[config.mk]
export PLATFORM = sky130hd
export DESIGN_NAME = ipc_top
export DESIGN_NICKNAME = d
export VERILOG_FILES = /design/src/design/ipc_pkg.sv /design/src/design/ipc_top.sv
export SDC_FILE = /design/constraint.sdc
export NUM_CORES = 2
export LEC_CHECK = 0
export BUFFER_PORTS_ARGS = -buffer_cell sky130_fd_sc_hd__buf_2
export CAP_MARGIN = 10
export CORE_MARGIN = 5
export CORE_UTILIZATION = 30
export DETAILED_ROUTE_END_ITERATION = 10
export GPL_TIMING_DRIVEN = 0
export MAX_ROUTING_LAYER = met4
export PLACE_DENSITY = 0.48
export SLEW_MARGIN = 20
export SYNTH_ARGS = -nofsm -noshare
export SYNTH_HDL_FRONTEND = slang
export SYNTH_SLANG_ARGS = --single-unit
[constraint.sdc]
create_clock -name clk -period 7.45 [get_ports clk]
set_clock_uncertainty 0.2 [all_clocks]
set_input_delay 1.49 -clock clk [delete_from_list [all_inputs] [get_ports clk]]
set_output_delay 1.49 -clock clk [all_outputs]
set_load 0.005 [all_outputs]
[src/design/ipc_pkg.sv]
// Register map, field positions, reset values and vectors of the interrupt controller.
package ipc_pkg;

  // ----------------------------------------------------------------
  // Widths
  // ----------------------------------------------------------------
  localparam int ADDR_W = 3;
  localparam int DATA_W = 8;
  localparam int PC_W   = 21;

  // ----------------------------------------------------------------
  // Register offsets
  // ----------------------------------------------------------------
  localparam logic [ADDR_W-1:0] REG_INTERRUPT_CONTROL_MAIN = 3'h0;
  localparam logic [ADDR_W-1:0] REG_EDGE_PRIORITY          = 3'h1;
  localparam logic [ADDR_W-1:0] REG_RESET_CONTROL          = 3'h2;
  localparam logic [ADDR_W-1:0] REG_PERIPH_FLAG            = 3'h3;
  localparam logic [ADDR_W-1:0] REG_PERIPH_ENABLE          = 3'h4;
  localparam logic [ADDR_W-1:0] REG_PERIPH_PRIORITY        = 3'h5;
  localparam logic [ADDR_W-1:0] REG_PORT_READ              = 3'h6;
  localparam logic [ADDR_W-1:0] REG_SERVICE_STATUS         = 3'h7;

  // ----------------------------------------------------------------
  // Field positions
  // ----------------------------------------------------------------
  localparam int B_HIGH_GIE   = 7;
  localparam int B_LOW_GIE    = 6;
  localparam int B_T0_ENABLE  = 5;
  localparam int B_EXT0_EN    = 4;
  localparam int B_PORT_EN    = 3;
  localparam int B_T0_FLAG    = 2;
  localparam int B_EXT0_FLAG  = 1;
  localparam int B_PORT_FLAG  = 0;
  localparam int B_EXT0_EDGE  = 6;
  localparam int B_T0_PRIO    = 2;
  localparam int B_PORT_PRIO  = 0;
  localparam int B_PRIO_FEAT  = 7;
  localparam int B_HI_ACTIVE  = 1;
  localparam int B_LO_ACTIVE  = 0;

  // ----------------------------------------------------------------
  // Reset values and vectors
  // ----------------------------------------------------------------
  localparam logic [DATA_W-1:0] MAIN_RST  = 8'h00;
  localparam logic [DATA_W-1:0] EDGE_RST  = 8'h45;
  localparam logic [DATA_W-1:0] RESET_RST = 8'h00;
  localparam logic [DATA_W-1:0] ZERO_BYTE = 8'h00;
  localparam logic [PC_W-1:0]   VEC_HIGH  = 21'h000008;
  localparam logic [PC_W-1:0]   VEC_LOW   = 21'h000018;

endpackage : ipc_pkg

[src/design/ipc_top.sv]
// Two-level prioritized interrupt controller with register port and return stack.
`timescale 1ns/1ns
module ipc_top #(
  parameter int STACK_DEPTH = 31,
  parameter int NPERIPH     = 8
) (
  // Clock, reset, enable
  input  wire logic                        clk,
  input  wire logic                        rst,
  input  wire logic                        ce,
  // Register port
  input  wire logic [ipc_pkg::ADDR_W-1:0]  addr,
  input  wire logic [ipc_pkg::DATA_W-1:0]  wdata,
  input  wire logic                        wrEn,
  input  wire logic                        rdEn,
  output logic      [ipc_pkg::DATA_W-1:0]  rdata,
  // Event sources
  input  wire logic                        timer0Ovf,
  input  wire logic                        ext0Pin,
  input  wire logic [3:0]                  portPins,
  input  wire logic [NPERIPH-1:0]          periphEvent,
  // Core sequencer
  input  wire logic                        instrBoundary,
  input  wire logic                        retInstr,
  input  wire logic [ipc_pkg::PC_W-1:0]    returnAddr,
  output logic                             pcLoad,
  output logic      [ipc_pkg::PC_W-1:0]    pcValue
);
  import ipc_pkg::*;

  // ----------------------------------------------------------------
  // State
  // ----------------------------------------------------------------
  localparam int SP_W = $clog2(STACK_DEPTH + 1);
  localparam logic [SP_W-1:0] SP_ONE  = SP_W'(1);
  localparam logic [SP_W-1:0] SP_FULL = SP_W'(STACK_DEPTH);

  typedef struct packed {
    logic [DATA_W-1:0]                 main;
    logic [DATA_W-1:0]                 edgePrio;
    logic [DATA_W-1:0]                 resetControlReg;
    logic [NPERIPH-1:0]                pFlag;
    logic [NPERIPH-1:0]                pEnable;
    logic [NPERIPH-1:0]                pPrio;
    logic [1:0]                        ext0Sync;
    logic                              ext0Prev;
    logic [3:0]                        portS1;
    logic [3:0]                        portS2;
    logic [3:0]                        portLatch;
    logic                              hiActive;
    logic                              loActive;
    logic [SP_W-1:0]                   sp;
    logic [STACK_DEPTH-1:0][PC_W-1:0]  stack;
    logic                              pcLoad;
    logic [PC_W-1:0]                   pcValue;
    logic [DATA_W-1:0]                 rdata;
  } ipc_state_t;

  ipc_state_t s;
  ipc_state_t next_s;

  // ----------------------------------------------------------------
  // Request evaluation
  // ----------------------------------------------------------------
  function automatic logic anyHit(input logic [NPERIPH-1:0] f,
                                  input logic [NPERIPH-1:0] e,
                                  input logic [NPERIPH-1:0] m);
    anyHit = |(f & e & m);
  endfunction : anyHit

  function automatic logic [DATA_W-1:0] widen(input logic [NPERIPH-1:0] v);
    widen = DATA_W'(v);
  endfunction : widen

  logic                priorityFeatureEnable;
  logic                highLevelGlobalEnable;
  logic                lowLevelGlobalEnable;
  logic                ext0Edge;
  logic [NPERIPH-1:0]  coreFlag;
  logic [NPERIPH-1:0]  coreEn;
  logic [NPERIPH-1:0]  corePrio;
  logic [NPERIPH-1:0]  allOnes;
  logic                compatPend;
  logic                hiPend;
  logic                loPend;
  logic                takeHi;
  logic                takeLo;

  assign allOnes               = '1;
  assign priorityFeatureEnable = s.resetControlReg[B_PRIO_FEAT];
  assign highLevelGlobalEnable = s.main[B_HIGH_GIE];
  assign lowLevelGlobalEnable  = s.main[B_LOW_GIE];
  // External 0 always sits at the high level; only timer0 and port carry a priority bit.
  assign coreFlag = NPERIPH'({s.main[B_T0_FLAG], s.main[B_EXT0_FLAG], s.main[B_PORT_FLAG]});
  assign coreEn   = NPERIPH'({s.main[B_T0_ENABLE], s.main[B_EXT0_EN], s.main[B_PORT_EN]});
  assign corePrio = NPERIPH'({s.edgePrio[B_T0_PRIO], 1'b1, s.edgePrio[B_PORT_PRIO]});
  // Only the synchronised copy is compared with its delayed self.
  assign ext0Edge = s.edgePrio[B_EXT0_EDGE] ? (s.ext0Sync[1] & ~s.ext0Prev)
                                            : (~s.ext0Sync[1] & s.ext0Prev);

  // Priority bits ignored; the peripheral group has its own gate.
  assign compatPend = highLevelGlobalEnable &
                      (anyHit(coreFlag, coreEn, allOnes) |
                       (lowLevelGlobalEnable & anyHit(s.pFlag, s.pEnable, allOnes)));
  // High level ignores any low routine in progress, so it preempts it.
  assign hiPend = priorityFeatureEnable
                ? highLevelGlobalEnable & (anyHit(coreFlag, coreEn, corePrio) |
                                           anyHit(s.pFlag, s.pEnable, s.pPrio))
                : compatPend;
  // Low level waits while a high routine runs.
  assign loPend = priorityFeatureEnable & lowLevelGlobalEnable & ~s.hiActive &
                  (anyHit(coreFlag, coreEn, ~corePrio) |
                   anyHit(s.pFlag, s.pEnable, ~s.pPrio));
  // Return has precedence when the core issues it at a boundary in the same cycle.
  assign takeHi = ce & instrBoundary & ~retInstr & hiPend;
  assign takeLo = ce & instrBoundary & ~retInstr & ~hiPend & loPend;

  // ----------------------------------------------------------------
  // Next state
  // ----------------------------------------------------------------
  always_comb begin
    next_s        = s;
    next_s.pcLoad = 1'b0;
    if (ce) begin
      // Pins pass two flops before any logic looks at them.
      next_s.ext0Sync = {s.ext0Sync[0], ext0Pin};
      next_s.ext0Prev = s.ext0Sync[1];
      next_s.portS1   = portPins;
      next_s.portS2   = s.portS1;
      next_s.rdata    = ZERO_BYTE;
      if (wrEn) begin
        case (addr)
          REG_INTERRUPT_CONTROL_MAIN: next_s.main            = wdata;
          REG_EDGE_PRIORITY:          next_s.edgePrio        = wdata & EDGE_RST;
          REG_RESET_CONTROL:          next_s.resetControlReg = wdata & 8'h80;
          REG_PERIPH_FLAG:            next_s.pFlag           = wdata[NPERIPH-1:0];
          REG_PERIPH_ENABLE:          next_s.pEnable         = wdata[NPERIPH-1:0];
          REG_PERIPH_PRIORITY:        next_s.pPrio           = wdata[NPERIPH-1:0];
          default:                    next_s.main            = s.main;
        endcase
      end
      if (rdEn) begin
        case (addr)
          REG_INTERRUPT_CONTROL_MAIN: next_s.rdata = s.main;
          REG_EDGE_PRIORITY:          next_s.rdata = s.edgePrio;
          REG_RESET_CONTROL:          next_s.rdata = s.resetControlReg;
          REG_PERIPH_FLAG:            next_s.rdata = widen(s.pFlag);
          REG_PERIPH_ENABLE:          next_s.rdata = widen(s.pEnable);
          REG_PERIPH_PRIORITY:        next_s.rdata = widen(s.pPrio);
          REG_PORT_READ: begin
            next_s.rdata     = {s.portS2, 4'h0};
            next_s.portLatch = s.portS2;
          end
          REG_SERVICE_STATUS: next_s.rdata = {6'h00, s.hiActive, s.loActive};
          default:            next_s.rdata = ZERO_BYTE;
        endcase
      end
      // Hardware sets come after the write, so a set beats a clear.
      if (timer0Ovf) begin
        next_s.main[B_T0_FLAG] = 1'b1;
      end
      if (ext0Edge) begin
        next_s.main[B_EXT0_FLAG] = 1'b1;
      end
      if (s.portS2 != s.portLatch) begin
        next_s.main[B_PORT_FLAG] = 1'b1;
      end
      next_s.pFlag = next_s.pFlag | periphEvent;
      if (ce && retInstr) begin
        // Flags left set here retrigger at once; software must clear them first.
        if (s.sp != '0) begin
          next_s.sp      = s.sp - SP_ONE;
          next_s.pcValue = s.stack[s.sp - SP_ONE];
          next_s.pcLoad  = 1'b1;
        end
        if (priorityFeatureEnable && !s.hiActive && s.loActive) begin
          next_s.main[B_LOW_GIE] = 1'b1;
          next_s.loActive        = 1'b0;
        end else begin
          next_s.main[B_HIGH_GIE] = 1'b1;
          next_s.hiActive         = 1'b0;
        end
      end else if (takeHi || takeLo) begin
        // A full stack drops the push; the vector is still taken.
        if (s.sp != SP_FULL) begin
          next_s.stack[s.sp] = returnAddr;
          next_s.sp          = s.sp + SP_ONE;
        end
        next_s.pcLoad = 1'b1;
        if (takeHi) begin
          next_s.pcValue          = VEC_HIGH;
          next_s.main[B_HIGH_GIE] = 1'b0;
          next_s.hiActive         = 1'b1;
        end else begin
          next_s.pcValue         = VEC_LOW;
          next_s.main[B_LOW_GIE] = 1'b0;
          next_s.loActive        = 1'b1;
        end
      end
    end
  end

  // ----------------------------------------------------------------
  // Registers
  // ----------------------------------------------------------------
  always_ff @(posedge clk) begin
    if (rst) begin
      next_s_reset();
    end else begin
      s <= next_s;
    end
  end

  task automatic next_s_reset();
    s                 <= '0;
    s.main            <= MAIN_RST;
    s.edgePrio        <= EDGE_RST;
    s.resetControlReg <= RESET_RST;
  endtask : next_s_reset

  assign rdata   = s.rdata;
  assign pcLoad  = s.pcLoad;
  assign pcValue = s.pcValue;
endmodule : ipc_top

# After elaboration in Yosys (flattened, before gate mapping)
# Index checks and enable logic that the tools add are counted.
[word_totals]
n_memories = 0
out_inout_bits = 30
romBits = 0
latchBits = 0
inputBits = 53
mem_bits_rw = 0
ff_bits = 751
word_cells = 183
[op_classes]
order_cmp = 3
n_mul = 0
eq_ne = 25
reduce_logical = 32
bitwise_logic = 32
div_mod_pow = 0
add_sub_neg = 2
n_mux = 37
n_shift = 0
[ops]
columns = ["operator", "n"]
rows = [
  ["680-bit 2-to-1 mux", 1],
  ["656-bit 2-to-1 mux", 1],
  ["651-bit bitwise mux", 1],
  ["21-bit binary-select mux with 5-bit select", 1],
  ["21-bit demux with 5-bit select", 1],
  ["48-bit 2-to-1 mux", 2],
  ["8-bit case mux with 8 select lines", 1],
  ["8-bit 2-to-1 mux", 7],
  ["8-bit OR reduction", 6],
  ["22-bit 2-to-1 mux", 2],
  ["21-bit 2-to-1 mux", 2],
  ["3-bit AND reduction", 10],
  ["8-bit bitwise AND", 3],
  ["2-bit by 1-bit inequality test with 1-bit output, second input constant", 9],
  ["3-bit by 1-bit inequality test with 1-bit output, second input constant", 6],
  ["4-bit AND reduction", 4],
  ["1-bit bitwise AND", 13],
  ["1-bit 2-to-1 mux", 13],
  ["3-bit equality test, second input constant", 4],
  ["5-bit by 6-bit < comparator with 1-bit output, second input constant", 2],
  ["5-bit 2-to-1 mux", 2],
  ["3-bit by 8-bit bitwise AND with 8-bit output", 1],
  ["8-bit by 3-bit bitwise AND with 8-bit output", 1],
  ["3-bit NOT with 8-bit output", 1],
  ["other kinds (22)", 37],
]

# Depth between registers and ports, before layout
[logic_depth]
ltp_word = 12
depth_mapped = 14
depth_no_buf = 9

# Least setup slack after synthesis
# OpenSTA, ideal clock, no wires.
[synth_timing]
kind = "register to register"
from = "register s[681] (netlist name)"
to = "register s (netlist bit pcValue[3])"
path_buffers = 5
setup_ps = 131
slack_ps = 4229
path_stages_with_launch = 13
t_arrival_ps = 2889
cell_sequence = "dfxtp_1 > buf_4 > buf_4 > clkinv_1 > clkbuf_1 > ha_1 > buf_2 > buf_1 > mux4_2 > o211ai_1 > o21ai_1 > a311oi_1 > nor3_1"
[synth_via]
elab_chain_len = 5
[synth_rtl]
columns = ["element", "line_no", "source"]
rows = [
  ["start: declaration", "ipc_top.sv:59", "ipc_state_t s;"],
  ["start signal: assignment", "ipc_top.sv:210", "s <= next_s;"],
  ["5-bit by 1-bit subtractor with 5-bit output", "ipc_top.sv:173", "next_s.pcValue = s.stack[s.sp - SP_ONE];"],
  ["21-bit binary-select mux with 5-bit select", "ipc_top.sv:173", ""],
  ["21-bit 2-to-1 mux (not written as such)", "ipc_top.sv:173", ""],
  ["22-bit 2-to-1 mux", "ipc_top.sv:171", "if (s.sp != '0) begin"],
  ["22-bit 2-to-1 mux", "ipc_top.sv:169", "if (ce && retInstr) begin"],
]
# Parallel ways exist; a longest one is shown, timed or not. The select of a mux whose other input is x is not followed.
# A chain may end at the register's enable or synchronous reset.

# Final worst setup path
[layout_timing]
from = "register s[681] (netlist name)"
to = "register s (netlist bit pcValue[19])"
# Same word-level chain as after synthesis.

==> reports/metrics.cfg <==
[cts]
cts.sinks = 739
clk_path_buf_depth = 3
post_cts_buffers = 0
cts_tree = yes
cts-root-buf = clkbuf_16
cts_resized = 0
clk_latency_ns = 0.67
hold_buffers = 0
clk_pin_slew_ns = 0.06
cts_htree_levels = 3
numCtsBuffers = 87

[sta]
period_share_pct = 76.0
hold_viol = 0
setup_viol = 0
max_slew_margin_pct = 8.63
finalWorstSetupSlack_ns = 1.78
rsz0062_at_grt = false
worst_pin_slew_ns = 1.37
fin_crit_ns = 5.67
fmax_ghz = 0.177
setup_tns_ns = 0
final_max_slew_viol_count = 0

[synth]
yosys_warnings = 0
synth_area_leader_cell = dfxtp_1
synth_top_area_share_pct = 42.6
synth.area.top_cells = dfxtp_1 43%, a21oi_1 10%, mux4_2 9.5%
async_flop_share_pct = 0
synth_nets = 4153
synth.avg_cell_area_um2 = 8.48
ys_ff_latch = 739
syn-instance-count = 4095
ys_types = 66
synth_ff_type = dfxtp_1
synthesis.area_um2 = 34700
synth_edf_count = 0
yosys-top-cells-count = 739 x dfxtp_1, 709 x a21oi_1, 581 x o21ai_0
synth.most_common_cell = dfxtp_1
synth-seq-area-share_pct = 42.6

[floorplan]
die_area_um2 = 123000
core_area_um2 = 115000
die_w_um = 350
die_h_um = 350
initial_utilization_pct = 30.3
rows = 124
pin_count = 83

[global_routing]
gr-usage-all-layers_pct = 28.4
grt_max_degree = 13
grt_pass1_vias = 32900
grt_pass1_wl_um = 246000
globalRouteOverflowTotal = 0
antenna_found_initial = 11

[power_and_ir_drop]
pwr-share-clk_pct = 47.1
p_comb_share_pct = 11.9
power.leakage_nw = 12.9
sw_frac_of_total_pct = 28.2
ir_drop_mv = 0.167
internal-power_mw = 6.98
finalPower_mw = 9.72
p_switching_mw = 2.74
seqPwrFrac_pct = 41.1
power-per-cell-area_nw_per_um2 = 241

[drt]
num_vias = 35100
ant_nets = 0
post_drt_via_cell_ratio = 5.99
first_iter_violations = 4304
drc = 0
wire_per_inst_um = 30.0
firstDrtPassIters = 7
drt_wl_total_um = 176000

[placed_design]
hpwl_um = 129000
place_ws_ns = 2.10
io_buffers = 81
gp_congestion = 1.06

[worst_setup_path]
path_class = reg -> reg
critPathCaptureType = flip-flop
worstPathRequired_ns = 7.80
cp.arrival_ns = 6.02
worst_setup_path_start_kind = flip-flop
ff2ff_setup_slack_ns = 1.78
rr_worst_depth = 11
crit_path_max_fanout = 11

[worst_hold_path]
worst_hold_path_type = reg -> reg
holdPathStages = 2

[run]
cap_violations = 0

[outcome]
outcome = finished, final reports clean

[final_layout]
area_growth_syn_to_layout_pct = 16.0
fin_nets = 4332
drive_above_1_share_pct = 14.3

worst max-delay path: stages (launching register included):
cell	delay [ns]
dfxtp_1	0.38
buf_4	0.34
buf_4	0.40
clkinv_1	0.24
clkbuf_1	0.44
ha_1	0.57
buf_2	0.61
buf_1	1.00
mux4_2	0.51
mux2i_1	0.35
a211oi_1	0.16
o32a_1	0.31
cell type report:
| cell class | instances | area (µm²) |
|---|---|---|
| well taps | 1512 | 1890 |
| multi-input cells | 2802 | 17500 |
| plain buffers | 544 | 2470 |
| fillers | 12000 | 74400 |
| repair buffers | 90 | 618 |
| diodes | 9 | 22.5 |
| flip-flops and latches | 739 | 14800 |
| clock inverters | 28 | 438 |
| clock buffers | 121 | 2530 |
| inverters | 10 | 37.5 |
power by group through the flow:
stage	registers [mW]	clock network, mW	logic, mW
finish	3.99	4.57	1.15
global route	3.99	4.75	1.16
CTS	3.99	4.60	1.09
detailed placement	4.08	0	1.09
global placement	4.08	0	1.08
floorplan	4.07	0	0.570
cell families after synthesis:
| group | share of synthesized area (%) |
|---|---|
| AND/OR/NAND/NOR | 14.8 |
| AO/OA/AOI/OAI | 23.0 |
| buffers and inverters | 7.08 |
| XOR/XNOR | 0.299 |
| flip-flops | 42.6 |
| multiplexers | 12.0 |
| adder cells (fa/ha/maj) | 0.180 |
sequential cells by signal, indices dropped and copies added, names as in the netlist:
name                   cells
s                        698
pcValue                   21
rdata                      8
coreEn                     3
coreFlag                   3
corePrio                   2
highLevelGlobalEnable      1
lowLevelGlobalEnable       1
pcLoad                     1
priorityFeatureEnable      1
cell usage in the layout (no fill, tap or decap), types with 86 or more instances in the layout:
cell type  synthesis  layout
clkbuf_1         300     275
nand4_1          109     109
buf_2            125     207
nand2_1          195     195
o21ai_1           96      96
a21oi_1          709     709
dfxtp_1          739     739
o21ai_0          581     581
clkbuf_16          0      89
mux4_2           147     147
nand3_1          567     567
nor2_1            86      86
per-stage QoR:
stage               hold WS [ns]  cell area [µm²]  cells  util [%]
floorplan                  0.237            34700   4095         -
global placement           0.254            37000   5688      32.3
detailed placement         0.262            37300   5697      32.5
CTS                        0.271            40200   5846      35.1
global route               0.286            40300   5853      35.1
finish                     0.263            40300   5855      35.1
routing by layer:
layer  wire length (µm)  track usage [%]  up-vias
met5                  0                -        -
met4               9990             13.8        0
met3              18300             7.22      421
met2              73900             41.1     1870
met1              73400             37.1    17400
li1                   -                -    15400
final timing paths:
path / from / to
worst max register to register: s[681] / pcValue[19]
worst max-delay path: s[681] / pcValue[19]
worst min register to register: rdata[7] / rdata[7]
worst min-delay path: rdata[7] / rdata[7]
Power figures use the tool's default switching activity.
